## config.mk

```make
export PLATFORM = sky130hd
export DESIGN_NAME = bpsc_power_ctrl
export DESIGN_NICKNAME = d
export VERILOG_FILES = /design/src/bpsc_pkg.sv /design/src/bpsc_power_ctrl.sv /design/src/bpsc_press_timer.sv
export VERILOG_INCLUDE_DIRS = /design/src
export SDC_FILE = /design/constraint.sdc
export NUM_CORES = 1
export LEC_CHECK = 0
export ABC_AREA = 1
export BUFFER_PORTS_ARGS = -buffer_cell sky130_fd_sc_hd__buf_4
export CORE_ASPECT_RATIO = 1.1
export CORE_MARGIN = 4
export CORE_UTILIZATION = 40
export CTS_CLUSTER_DIAMETER = 60
export DETAILED_ROUTE_END_ITERATION = 16
export PLACE_DENSITY = 0.68
export SETUP_SLACK_MARGIN = 0.3
export SLEW_MARGIN = 20
export SYNTH_ARGS = -nofsm -noshare
export SYNTH_HDL_FRONTEND = slang
export SYNTH_HIERARCHICAL = 1
export SYNTH_SLANG_ARGS = --single-unit
```

## constraint.sdc

```tcl
create_clock -name i_clk -period 1.7 [get_ports i_clk]
set_input_delay 0.17 -clock i_clk [delete_from_list [all_inputs] [get_ports i_clk]]
set_output_delay 0.17 -clock i_clk [all_outputs]
set_load 0.02 [all_outputs]
```

## src/bpsc_map.svh

```systemverilog
// Purpose: constants for the board power state controller
// Assumes: 20 MHz standby clock
// Notes:   timing counts derived from times in their own units
`ifndef BPSC_MAP_SVH
`define BPSC_MAP_SVH

`define BPSC_CLK_HZ         20000000
`define BPSC_LONG_PRESS_S   4
`define BPSC_LONG_PRESS_CYC (`BPSC_LONG_PRESS_S * `BPSC_CLK_HZ)
`define BPSC_CNT_W          27
`define BPSC_NUM_WAKE       7

// wake source bit positions
`define BPSC_WK_LAN         0
`define BPSC_WK_RING        1
`define BPSC_WK_PME         2
`define BPSC_WK_SWITCH      3
`define BPSC_WK_KBD         4
`define BPSC_WK_RTC         5
`define BPSC_WK_USB         6

// per-source allowed states: bit0 S1, bit1 S3, bit2 S4, bit3 S5 (S5 gated separately)
`define BPSC_ALLOW_LAN      4'h7
`define BPSC_ALLOW_RING     4'h3
`define BPSC_ALLOW_PME      4'h7
`define BPSC_ALLOW_SWITCH   4'hF
`define BPSC_ALLOW_KBD      4'h3
`define BPSC_ALLOW_RTC      4'hF
`define BPSC_ALLOW_USB      4'h3

`endif

```

## src/bpsc_pkg.sv

```systemverilog
// Purpose: types for the board power state controller
// Assumes: nothing
// Notes:   one-hot state codes
package bpsc_pkg;
    typedef enum logic [4:0] {
        BPSC_S0 = 5'h01,
        BPSC_S1 = 5'h02,
        BPSC_S3 = 5'h04,
        BPSC_S4 = 5'h08,
        BPSC_S5 = 5'h10
    } bpsc_state_e;

    typedef enum logic [1:0] {
        BPSC_REQ_S1 = 2'h0,
        BPSC_REQ_S3 = 2'h1,
        BPSC_REQ_S4 = 2'h2,
        BPSC_REQ_S5 = 2'h3
    } bpsc_req_e;
endpackage

```

## src/bpsc_power_ctrl.sv

```systemverilog
// Operation
// - short switch press: off to working, working to sleep, sleep to working.
// - switch held past four seconds forces soft-off from working or sleep.
// - switch and RTC alarm wake from S1, S3, S4 and S5.
// - ring, keyboard/mouse and USB wake only from S1 and S3.
// - LAN and PME wake S1, S3, S4; S5 enable resets disabled.
// - with S5 enable set, LAN wake powers on from S5.
// - software commands other transitions from working only; S4 request refused unless context saved.
// - software soft-off command removes power without switch press.
// - telephony ring indication can wake a power-managed system.
// - fans on in S0 and S1, off otherwise.
// - after AC loss restore prior on/off state per option.
//
// Purpose: board power state controller for working, sleep and soft-off
// Assumes: standby clock 20 MHz, i_nrst is the power-on reset
// Notes:   switch and wake pins pass two flip-flops, S5 enable three; software and strap inputs used directly
`timescale 1ns/1ns
`include "bpsc_map.svh"
module bpsc_power_ctrl #(
    parameter logic [`BPSC_CNT_W-1:0] LONG_CYC = `BPSC_CNT_W'(`BPSC_LONG_PRESS_CYC)
) (
    input  wire logic                      i_clk,
    input  wire logic                      i_nrst,
    input  wire logic                      i_sw_n,
    input  wire logic [`BPSC_NUM_WAKE-1:0] i_wake,
    input  wire logic                      i_s5_wake_en,
    input  wire logic                      i_sw_req,
    input  wire bpsc_pkg::bpsc_req_e       i_sw_req_state,
    input  wire logic                      i_ctx_saved,
    input  wire logic                      i_restore_on,
    input  wire logic                      i_last_on,
    output logic                           o_main_pwr,
    output logic                           o_mem_pwr,
    output logic                           o_fan_on,
    output bpsc_pkg::bpsc_state_e          o_state,
    output logic                           o_sleep_btn,
    output logic                           o_woke,
    output logic                           o_req_refused
);
    import bpsc_pkg::*;

    localparam logic [`BPSC_NUM_WAKE-1:0] WK_ONE = `BPSC_NUM_WAKE'(1);

    // synchronisers: meta stage read only by the second stage
    logic [`BPSC_NUM_WAKE+1:0] meta_reg;
    logic [`BPSC_NUM_WAKE+1:0] sync_reg;
    logic                      s5en_reg;
    logic                      strap_done_reg;
    bpsc_state_e               state_reg;
    bpsc_state_e               state_next;

    wire [`BPSC_NUM_WAKE+1:0] raw_in = {i_s5_wake_en, !i_sw_n, i_wake};

    always_ff @(posedge i_clk or negedge i_nrst) begin
        if (!i_nrst) begin
            meta_reg <= '0;
            sync_reg <= '0;
        end else begin
            meta_reg <= raw_in;
            sync_reg <= meta_reg;
        end
    end

    wire                      sw_pressed = sync_reg[`BPSC_NUM_WAKE];
    wire [`BPSC_NUM_WAKE-1:0] wake_s     = sync_reg[`BPSC_NUM_WAKE-1:0];

    // s5 wake enable comes up disabled and follows setup thereafter
    always_ff @(posedge i_clk or negedge i_nrst) begin
        if (!i_nrst) begin
            s5en_reg <= 1'b0;
        end else begin
            s5en_reg <= sync_reg[`BPSC_NUM_WAKE+1];
        end
    end

    wire press_short;
    wire press_long;

    bpsc_press_timer #(
        .LONG_CYC (LONG_CYC)
    ) u_press (
        .i_clk   (i_clk),
        .i_nrst  (i_nrst),
        .i_sw    (sw_pressed),
        .o_short (press_short),
        .o_long  (press_long)
    );

    // per-source gating by current sleep state
    localparam logic [4*`BPSC_NUM_WAKE-1:0] ALLOW = {
        `BPSC_ALLOW_USB, `BPSC_ALLOW_RTC, `BPSC_ALLOW_KBD, `BPSC_ALLOW_SWITCH,
        `BPSC_ALLOW_PME, `BPSC_ALLOW_RING, `BPSC_ALLOW_LAN};

    wire [3:0] st_sel = {state_reg == BPSC_S5, state_reg == BPSC_S4,
                         state_reg == BPSC_S3, state_reg == BPSC_S1};
    logic [`BPSC_NUM_WAKE-1:0] wake_ok;

    genvar g;
    generate
        for (g = 0; g < `BPSC_NUM_WAKE; g++) begin : g_gate
            assign wake_ok[g] = wake_s[g] && |(ALLOW[4*g +: 4] & st_sel);
        end
    endgenerate

    wire lan_s5   = wake_s[`BPSC_WK_LAN] && s5en_reg && (state_reg == BPSC_S5);
    wire pme_s5   = wake_s[`BPSC_WK_PME] && s5en_reg && (state_reg == BPSC_S5);
    wire sleeping = (state_reg != BPSC_S0);
    wire wake_any = sleeping && (|wake_ok || lan_s5 || pme_s5);
    wire s4_ok    = (i_sw_req_state != BPSC_REQ_S4) || i_ctx_saved;
    wire sw_go    = i_sw_req && (state_reg == BPSC_S0) && s4_ok;
    wire sw_off   = i_sw_req && (i_sw_req_state == BPSC_REQ_S5);
    wire refuse   = i_sw_req && !sw_go && !sw_off;

    always_comb begin
        state_next = state_reg;
        if (press_long) begin
            state_next = BPSC_S5;
        end else if (sw_off) begin
            state_next = BPSC_S5;
        end else if (press_short) begin
            state_next = sleeping ? BPSC_S0 : BPSC_S1;
        end else if (wake_any) begin
            state_next = BPSC_S0;
        end else if (sw_go) begin
            unique case (i_sw_req_state)
                BPSC_REQ_S1: state_next = BPSC_S1;
                BPSC_REQ_S3: state_next = BPSC_S3;
                BPSC_REQ_S4: state_next = BPSC_S4;
                BPSC_REQ_S5: state_next = BPSC_S5;
            endcase
        end
    end

    // state after AC return is caught one clock after reset release
    always_ff @(posedge i_clk or negedge i_nrst) begin
        if (!i_nrst) begin
            state_reg      <= BPSC_S5;
            strap_done_reg <= 1'b0;
        end else if (!strap_done_reg) begin
            strap_done_reg <= 1'b1;
            state_reg      <= (i_restore_on && i_last_on) ? BPSC_S0 : BPSC_S5;
        end else begin
            state_reg <= state_next;
        end
    end

    always_ff @(posedge i_clk or negedge i_nrst) begin
        if (!i_nrst) begin
            o_main_pwr    <= 1'b0;
            o_mem_pwr     <= 1'b0;
            o_fan_on      <= 1'b0;
            o_state       <= BPSC_S5;
            o_sleep_btn   <= 1'b0;
            o_woke        <= 1'b0;
            o_req_refused <= 1'b0;
        end else begin
            o_main_pwr    <= (state_reg == BPSC_S0) || (state_reg == BPSC_S1);
            o_mem_pwr     <= (state_reg != BPSC_S4) && (state_reg != BPSC_S5);
            o_fan_on      <= (state_reg == BPSC_S0) || (state_reg == BPSC_S1);
            o_state       <= state_reg;
            o_sleep_btn   <= press_short && !sleeping && strap_done_reg;
            o_woke        <= wake_any && !press_long && !sw_off && !press_short;
            o_req_refused <= refuse && strap_done_reg;
        end
    end

    fan_state_a: assert property (@(posedge i_clk) disable iff (!i_nrst)
        o_fan_on == ((o_state == BPSC_S0) || (o_state == BPSC_S1)))
        else $error("fan does not follow state");
    long_off_a: assert property (@(posedge i_clk) disable iff (!i_nrst)
        (strap_done_reg && press_long) |=> state_reg == BPSC_S5)
        else $error("long press did not force soft-off");
    short_on_a: assert property (@(posedge i_clk) disable iff (!i_nrst)
        (strap_done_reg && press_short && !press_long && !sw_off && sleeping)
        |=> state_reg == BPSC_S0)
        else $error("short press did not wake");
    short_sleep_a: assert property (@(posedge i_clk) disable iff (!i_nrst)
        (strap_done_reg && press_short && !sw_off && !sleeping) |=> state_reg == BPSC_S1)
        else $error("short press did not sleep");
    ring_s4_a: assert property (@(posedge i_clk) disable iff (!i_nrst)
        (state_reg == BPSC_S4) |-> !wake_ok[`BPSC_WK_RING] && !wake_ok[`BPSC_WK_USB])
        else $error("ring or usb woke from deep state");
    rtc_wake_a: assert property (@(posedge i_clk) disable iff (!i_nrst)
        (strap_done_reg && sleeping && wake_s[`BPSC_WK_RTC] && !i_sw_req
         && !press_long && !press_short) |=> state_reg == BPSC_S0)
        else $error("rtc alarm did not wake");
    lan_s5_a: assert property (@(posedge i_clk) disable iff (!i_nrst)
        (state_reg == BPSC_S5 && !s5en_reg && wake_s == (WK_ONE << `BPSC_WK_LAN)
         && !press_short && !press_long && !i_sw_req && strap_done_reg)
        |=> state_reg == BPSC_S5)
        else $error("lan woke from S5 while disabled");
    lan_on_a: assert property (@(posedge i_clk) disable iff (!i_nrst)
        (strap_done_reg && lan_s5 && !press_long && !i_sw_req) |=> state_reg == BPSC_S0)
        else $error("lan did not wake from S5");
    soft_off_a: assert property (@(posedge i_clk) disable iff (!i_nrst)
        (strap_done_reg && sw_off) |=> state_reg == BPSC_S5 ##1 !o_main_pwr)
        else $error("soft-off command ignored");
    s4_ctx_a: assert property (@(posedge i_clk) disable iff (!i_nrst)
        (strap_done_reg && state_reg == BPSC_S0 && i_sw_req && i_sw_req_state == BPSC_REQ_S4
         && !i_ctx_saved && !press_long && !press_short) |=> state_reg == BPSC_S0)
        else $error("S4 entered without saved context");
    awake_ign_a: assert property (@(posedge i_clk) disable iff (!i_nrst)
        (strap_done_reg && state_reg == BPSC_S0 && |wake_s && !i_sw_req
         && !press_long && !press_short) |=> state_reg == BPSC_S0 && !o_woke)
        else $error("wake taken while working");
    s4_refuse_a: assert property (@(posedge i_clk) disable iff (!i_nrst)
        (strap_done_reg && i_sw_req && i_sw_req_state == BPSC_REQ_S4 && !i_ctx_saved)
        |=> o_req_refused)
        else $error("S4 request without context not refused");
    s4_rails_a: assert property (@(posedge i_clk) disable iff (!i_nrst)
        (strap_done_reg && state_reg == BPSC_S4) |=> !o_mem_pwr && !o_main_pwr)
        else $error("rails powered in S4");

    cov_sleep_c: cover property (@(posedge i_clk) state_reg == BPSC_S1);
    cov_s3_wake_c: cover property (@(posedge i_clk)
        state_reg == BPSC_S3 ##1 state_reg == BPSC_S0);
    cov_long_c: cover property (@(posedge i_clk) press_long);
    cov_lan_s5_c: cover property (@(posedge i_clk) lan_s5);
    cov_refuse_c: cover property (@(posedge i_clk) o_req_refused);
endmodule // bpsc_power_ctrl

```

## src/bpsc_press_timer.sv

```systemverilog
// Purpose: measures power switch presses, classifies short and long
// Assumes: i_sw already synchronised, active high while pressed
// Notes:   long pulse fires once when threshold is reached while held
`timescale 1ns/1ns
`include "bpsc_map.svh"
module bpsc_press_timer #(
    parameter logic [`BPSC_CNT_W-1:0] LONG_CYC = `BPSC_CNT_W'(`BPSC_LONG_PRESS_CYC)
) (
    input  wire logic i_clk,
    input  wire logic i_nrst,
    input  wire logic i_sw,
    output logic      o_short,
    output logic      o_long
);
    logic [`BPSC_CNT_W-1:0] cnt_reg;
    logic                   sw_d_reg;
    logic                   done_reg;

    wire press_start = i_sw && !sw_d_reg;
    wire release_ev  = !i_sw && sw_d_reg;
    // stale count from an earlier press must not fire on a new press
    wire at_limit    = i_sw && !press_start && !done_reg
                       && (cnt_reg == LONG_CYC - `BPSC_CNT_W'(1));

    always_ff @(posedge i_clk or negedge i_nrst) begin
        if (!i_nrst) begin
            cnt_reg  <= '0;
            sw_d_reg <= 1'b0;
            done_reg <= 1'b0;
            o_short  <= 1'b0;
            o_long   <= 1'b0;
        end else begin
            sw_d_reg <= i_sw;
            // restart on each new press
            if (press_start) begin
                cnt_reg  <= `BPSC_CNT_W'(1);
                done_reg <= 1'b0;
            end else if (i_sw && !done_reg) begin
                cnt_reg <= cnt_reg + `BPSC_CNT_W'(1);
            end
            if (at_limit) begin
                done_reg <= 1'b1;
            end
            o_long  <= at_limit;
            o_short <= release_ev && !done_reg;
        end
    end

    press_long_a: assert property (@(posedge i_clk) disable iff (!i_nrst)
        at_limit |=> o_long && !o_short)
        else $error("long press not flagged");
    press_short_a: assert property (@(posedge i_clk) disable iff (!i_nrst)
        (release_ev && done_reg) |=> !o_short)
        else $error("short reported after long press");
endmodule // bpsc_press_timer
```

==> results of run 1 <==
-- metrics by stage --
stage / total power, W / hold WS, ns / area [um2] / utilization
floorplan: 0.00207 / -0.126 / 3220 / -
global placement: 0.00225 / 0.136 / 3560 / 0.453
detailed placement: 0.00226 / 0.143 / 3560 / 0.453
CTS: 0.00366 / 0.0670 / 3910 / 0.497
global route: 0.00390 / 0.0885 / 4110 / 0.522
finish: 0.00372 / 0.0868 / 4110 / 0.522
-- layout by cell type (no fill, tap or decap), drive strengths merged, types with 2 or more instances in the layout --
cell,count
clkinv,2
dfstp,2
o21ai,13
a31oi,2
nand3,39
nand4,6
nor3,4
buf,43
clkbuf,9
inv,52
ha,2
a21oi,24
nor2,62
nor4,2
nand2,108
dfrtp,64
a22oi,2
dlygate4sd3,10
clkinvlp,2
-- worst max-delay path, stage by stage (launching register included) --
cell     delay [ns]
dfrtp_1        0.43
ha_2           0.22
nand3_2        0.10
nor2_4         0.13
nand2_2        0.09
nor2_4         0.16
nand3_1        0.09
nand2_1        0.07
a21oi_1        0.04
-- area by class of cell --
class | instances | area, um2
inverter | 50 | 195
sequential | 66 | 1660
clock inverter | 7 | 76.3
clock buffer | 9 | 124
tap | 108 | 135
timing repair buffer | 53 | 439
multi-input combinational | 270 | 1480
fill | 731 | 3760
-- power by group --
group | internal [W] | switching [W]
clock network | 0.000686 | 0.000655
logic | 0.000266 | 0.000354
registers | 0.00168 | 0.0000811
-- what timing repair did --
item                                    in CTS  in global routing
endpoints found under the setup margin      10                 30
gates resized for setup                      8                 35
endpoints found under the hold margin       39                  0
hold buffers                                10                  0
buffers inserted                             2                 11
pin swaps                                    1                 24
-- layer usage --
| metal | vias to the layer above | share of wire | track usage |
|---|---|---|---|
| met5 | - | 0 | 0 |
| met4 | 0 | 0.010 | 0.0722 |
| met3 | 8 | 0.050 | 0.0442 |
| met2 | 68 | 0.52 | 0.269 |
| met1 | 1336 | 0.42 | 0.195 |
| li1 | 1361 | - | - |
-- cell families (layout without fill, tap and decap cells) --
logic type | Yosys count | count (layout) | share of synthesized area
AOI/OAI and AO/OA | 45 | 45 | 0.0796
adders and majority gates | 2 | 2 | 0.00777
buffers and inverters | 54 | 119 | 0.0680
DFF | 66 | 66 | 0.514
other | 1 | 1 | 0.00116
and+or+nand+nor | 222 | 222 | 0.330
-- how the worst min path moves through the flow --
stage / from / cells past startpoint / endpoint
finish: i_sw_req / 3 / o_req_refused
global route: i_sw_req / 3 / o_req_refused
CTS: i_sw_req / 3 / o_req_refused
detailed placement: i_nrst / 1 / meta_reg[2]
global placement: i_nrst / 1 / meta_reg[0]
floorplan: i_nrst / 0 / meta_reg[0]
==> results_dict.tcl, run 1 <==
set metrics [dict create \
    status "completed" \
    fmax_mhz 692 \
    wire_per_inst_um 12.6 \
    grt_pass1_vias 2705 \
    grt_max_degree 35 \
    critPathRequiredTime_ns 1.93 \
    clk_pin_slew_ns 0.08 \
    diodes 0 \
    ff2ff_path_depth 8 \
    area_growth_pct 27.7 \
    drt_iter0_drc 125 \
    vias 2773 \
    yosysWarnings 6 \
    row_count 34 \
    dp_cells 524 \
    antenna_found_initial 0 \
    reg2reg_slack_ns 0.25 \
    cp-startpoint "u_press/cnt_reg[1]" \
    endpoint "u_press/cnt_reg[14]" \
    worstSetupPathType "register to register" \
    synthDistinctLibCells 33 \
    portBuffers 27 \
    cp-end-kind "register" \
    drv_cap 0 \
    fin_cells 563 \
    syn_area_per_cell_um2 8.26 \
    netlist_instances 390 \
    vias_per_cell 4.93 \
    syn_nets 409 \
    r2r-start "u_press/cnt_reg[1]" \
    hold_class "primary input to register" \
    grt_pass1_wl_mm 12.1 \
    cp_max_fo 6 \
    crit_path_start_kind "register" \
    synth_top_area_cell "dfrtp_1" \
    fp.dieH_um 102 \
    dr.pass1.iters 5 \
    dp_slack_ns 0.263 \
    synth_ff_type "dfrtp_1" \
    synth_seq_area_share 0.514 \
    clock_sinks 66 \
    clock_skew_ns 0.00988 \
    period_share 0.850 \
    cts-root-buf "clkbuf_8" \
    clock_latency_ns 0.35 \
    tns_ns 0 \
    power.leakage_nw 1.87 \
    drv_slew 0 \
    dieArea_um2 9550 \
    synth_edf_count 0 \
    grtUsageTotal 0.161 \
    drive_above_1_share 0.288 \
    hpwl_mm 4.86 \
    synth_common_cells "nand2_1, dfrtp_1, nor2_1, inv_1, nand3_1" \
    start_util 0.409 \
    powerDensity_nw_per_um2 905 \
    async_flop_share 1.00 \
    synth_top_area_frac 0.497 \
    routed_wl_mm 7.09 \
    core_um2 7870 \
    tritoncts "done" \
    final_nets 469 \
    largest_register_ffs 27 \
    worst_slack_ns 0.255 \
    ir_drop_mv 0.417 \
    io_pins 28 \
    hold_viol_final 0 \
    cts_made_buffers 9 \
    yosysMostFrequentCell "nand2_1" \
    finalSetupViolCount 0 \
    htreeDepth 3 \
    fin_crit_ns 1.45 \
    grt_setup_unrepaired "true" \
    cp.arrival_ns 1.68 \
    ant_nets 0 \
    drc 0 \
    grt.overflow.total 0 \
    reg2reg_to "u_press/cnt_reg[14]" \
    clockBufferDepth 2 \
    synth.cell_area_um2 3220 \
    place.gp.congestion 0.875 \
    fp.dieW_um 93.6 \
    synth_seq_cells 66 \
    yosys-top-cells-area "dfrtp_1, nand2_1, nand3_1" \
]
Note: power is estimated with default switching activity, not from simulation.
==> inputs of run 2 (changes only) <==
Settings changed: ABC_AREA 1 to 0.
Clock period 1.7 ns to 1.4 ns, I/O delays scaled along.
==> results_dict.tcl, run 2 <==
set metrics [dict create \
    synth_edf_count 0 \
    clock_latency_ns 0.34 \
    synth_seq_cells 66 \
    grt_pass1_vias 2977 \
    tritoncts "done" \
    max_stage_delay_ns 0.60 \
    clkPwrFrac 0.374 \
    hold_class "primary input to register" \
    critPathRequiredTime_ns 1.66 \
    grt_pass1_wl_mm 13.8 \
    syn_nets 312 \
    hpwl_mm 5.56 \
    io_pins 28 \
    worst_path_max_delay_cell "or4_4" \
    cts-root-buf "clkbuf_8" \
    layout_common_cells "buf_4, dfrtp_1, buf_6" \
    path_cells "nand4_4 > or4_4 > or4_1 > a21oi_1" \
    pwr-share-comb 0.198 \
    area_growth_pct 59.8 \
    reg2reg_slack_ns -0.45 \
    ant_nets 0 \
    pwr-share-seq 0.428 \
    fp.dieH_um 99.5 \
    reg2reg_to "u_press/cnt_reg[21]" \
    core_um2 7430 \
    drt_iter0_drc 182 \
    final_nets 450 \
    yosysWarnings 6 \
    drive_above_1_share 0.505 \
    clock_sinks 66 \
    p_switching_w 0.00129 \
    violations "setup timing" \
    worstSetupPathType "register to register" \
    cts_made_buffers 9 \
    grt_setup_unrepaired "true" \
    status "finished, violations left" \
    netlist_instances 293 \
    drv_slew 0 \
    synth_seq_area_share 0.543 \
    crit_path_start_kind "register" \
    hold_viol_final 0 \
    grt.overflow.total 0 \
    whs_ns 0.142 \
    power.leakage_nw 2.17 \
    drv_cap 0 \
    hold_path_end "state_reg[1]" \
    fmax_mhz 540 \
    layout_commonest_cell "buf_4" \
    fin_cells 523 \
    vias_per_cell 5.58 \
    drc 0 \
    yosysMostFrequentCell "dfrtp_1" \
    hold_depth 4 \
    dp_cells 477 \
    antenna_found_initial 0 \
    regArea_um2 1660 \
    dieArea_um2 9080 \
    power_w 0.00485 \
    grtUsageTotal 0.189 \
    place.gp.congestion 0.891 \
    dr.pass1.iters 4 \
    r2r-start "u_press/cnt_reg[4]" \
    synth_top_area_cell "dfrtp_1" \
    p_sw_frac 0.265 \
    cp-end-kind "register" \
    row_count 33 \
    multi_input_area_um2 1620 \
    htreeDepth 3 \
    p_int_w 0.00356 \
    async_flop_share 1.00 \
    portBuffers 27 \
    wire_per_inst_um 16.9 \
    fp.dieW_um 91.2 \
    fillCellCount 563 \
    hp-start "i_sw_req_state[1]" \
    powerDensity_nw_per_um2 996 \
    synth_common_cells "dfrtp_1, nand2_1, nand3_1, nor2_1, o21ai_0" \
    clock_skew_ns 0.00710 \
    diodes 0 \
    cp.arrival_ns 2.11 \
    period_share 1.32 \
    worst_slack_ns -0.451 \
    vias 2916 \
    routed_wl_mm 8.85 \
    utilization 0.655 \
    clockBufferDepth 2 \
    ir_drop_mv 0.522 \
    largest_register_ffs 27 \
    synth.cell_area_um2 3050 \
    synth_top_area_frac 0.526 \
    cp_max_fo 7 \
    yosys-top-cells-area "dfrtp_1, nand3_1, nand2_1" \
    ff2ff_path_depth 4 \
    finalSetupViolCount 32 \
    synthDistinctLibCells 57 \
    start_util 0.410 \
    fin_crit_ns 1.85 \
    synth_ff_type "dfrtp_1" \
    crit_family "simple AND/OR/NAND/NOR gates" \
    crit_buf_inv 0 \
    clk_pin_slew_ns 0.07 \
    syn_area_per_cell_um2 10.4 \
    grt_max_degree 29 \
]
## run 2: changes by cell type in the layout (fill, tap and decap cells not counted), sizes merged, moves of 5 or more
cell and delta:
buf +89, nand2 -85, nor2 -45, inv -43
nand3 -20, or4 +14, a21oi -13, or3 +11
nand4 +7, and3 +5
## run 2: power by group through the flow
stage	Combinational [W]	Sequential [W]	Clock (W)
2_1_floorplan	0.000265	0.00215	0
3_3_place_gp	0.000667	0.00210	0
3_5_place_dp	0.000674	0.00210	0
4_1_cts	0.000823	0.00207	0.00187
5_1_grt	0.00103	0.00209	0.00195
6_report	0.000959	0.00208	0.00181
## run 2: through the flow
stage / setup slack [ns] / TNS, ns / instance area, um2
3_5_place_dp: -0.470 / -8.49 / 4010
6_report: -0.451 / -9.27 / 4870
2_1_floorplan: -0.481 / -6.40 / 3170
3_3_place_gp: -0.420 / -7.71 / 4010
4_1_cts: -0.441 / -7.73 / 4580
5_1_grt: -0.508 / -11.51 / 4870
## run 2: logic make-up after synthesis
group	synth area share
other	0.00123
buffers and inverters	0.0402
flip-flops	0.543
AO/OA/AOI/OAI	0.113
adder cells (fa/ha/maj)	0.00821
AND/OR/NAND/NOR	0.271
XOR/XNOR	0.0230
## run 2: area by class of cell
type,instances,share of cell area
clock buffer,9,0.0254
tap,87,0.0224
inverter,8,0.00617
timing repair buffer,142,0.252
sequential,66,0.341
multi-input combinational,204,0.333
clock inverter,7,0.0208
## run 2: routing by layer
metal,wire length (um),GRT usage,up-vias
met5,0,0,-
met4,184,0.0638,0
met3,432,0.0446,19
met2,4740,0.343,100
met1,3500,0.220,1435
li1,-,-,1362
## run 2: worst max path at each step
stage	start	end	slack (ns)	cells past startpoint
2_1_floorplan	u_press/cnt_reg[1]	u_press/cnt_reg[22]	-0.48	6
3_3_place_gp	u_press/cnt_reg[1]	u_press/cnt_reg[26]	-0.42	5
3_5_place_dp	u_press/cnt_reg[10]	u_press/cnt_reg[23]	-0.47	4
4_1_cts	u_press/cnt_reg[1]	u_press/cnt_reg[23]	-0.44	4
5_1_grt	u_press/cnt_reg[8]	u_press/cnt_reg[25]	-0.51	4
6_report	u_press/cnt_reg[4]	u_press/cnt_reg[21]	-0.45	4
## run 2: worst register-to-register path, delay by kind of cell (launching register included)
| family | cells | cell delay (ns) |
|---|---|---|
| simple gates | 3 | 1.24 |
| flops | 1 | 0.40 |
| compound gates | 1 | 0.14 |
## run 2: what timing repair did
item                                    4_1_cts  5_1_grt
gates resized for setup                      47       51
setup buffers                                12        8
hold endpoints to repair                     33        0
pin swaps                                    23       37
endpoints found under the setup margin       39       41
hold buffers                                 10        0
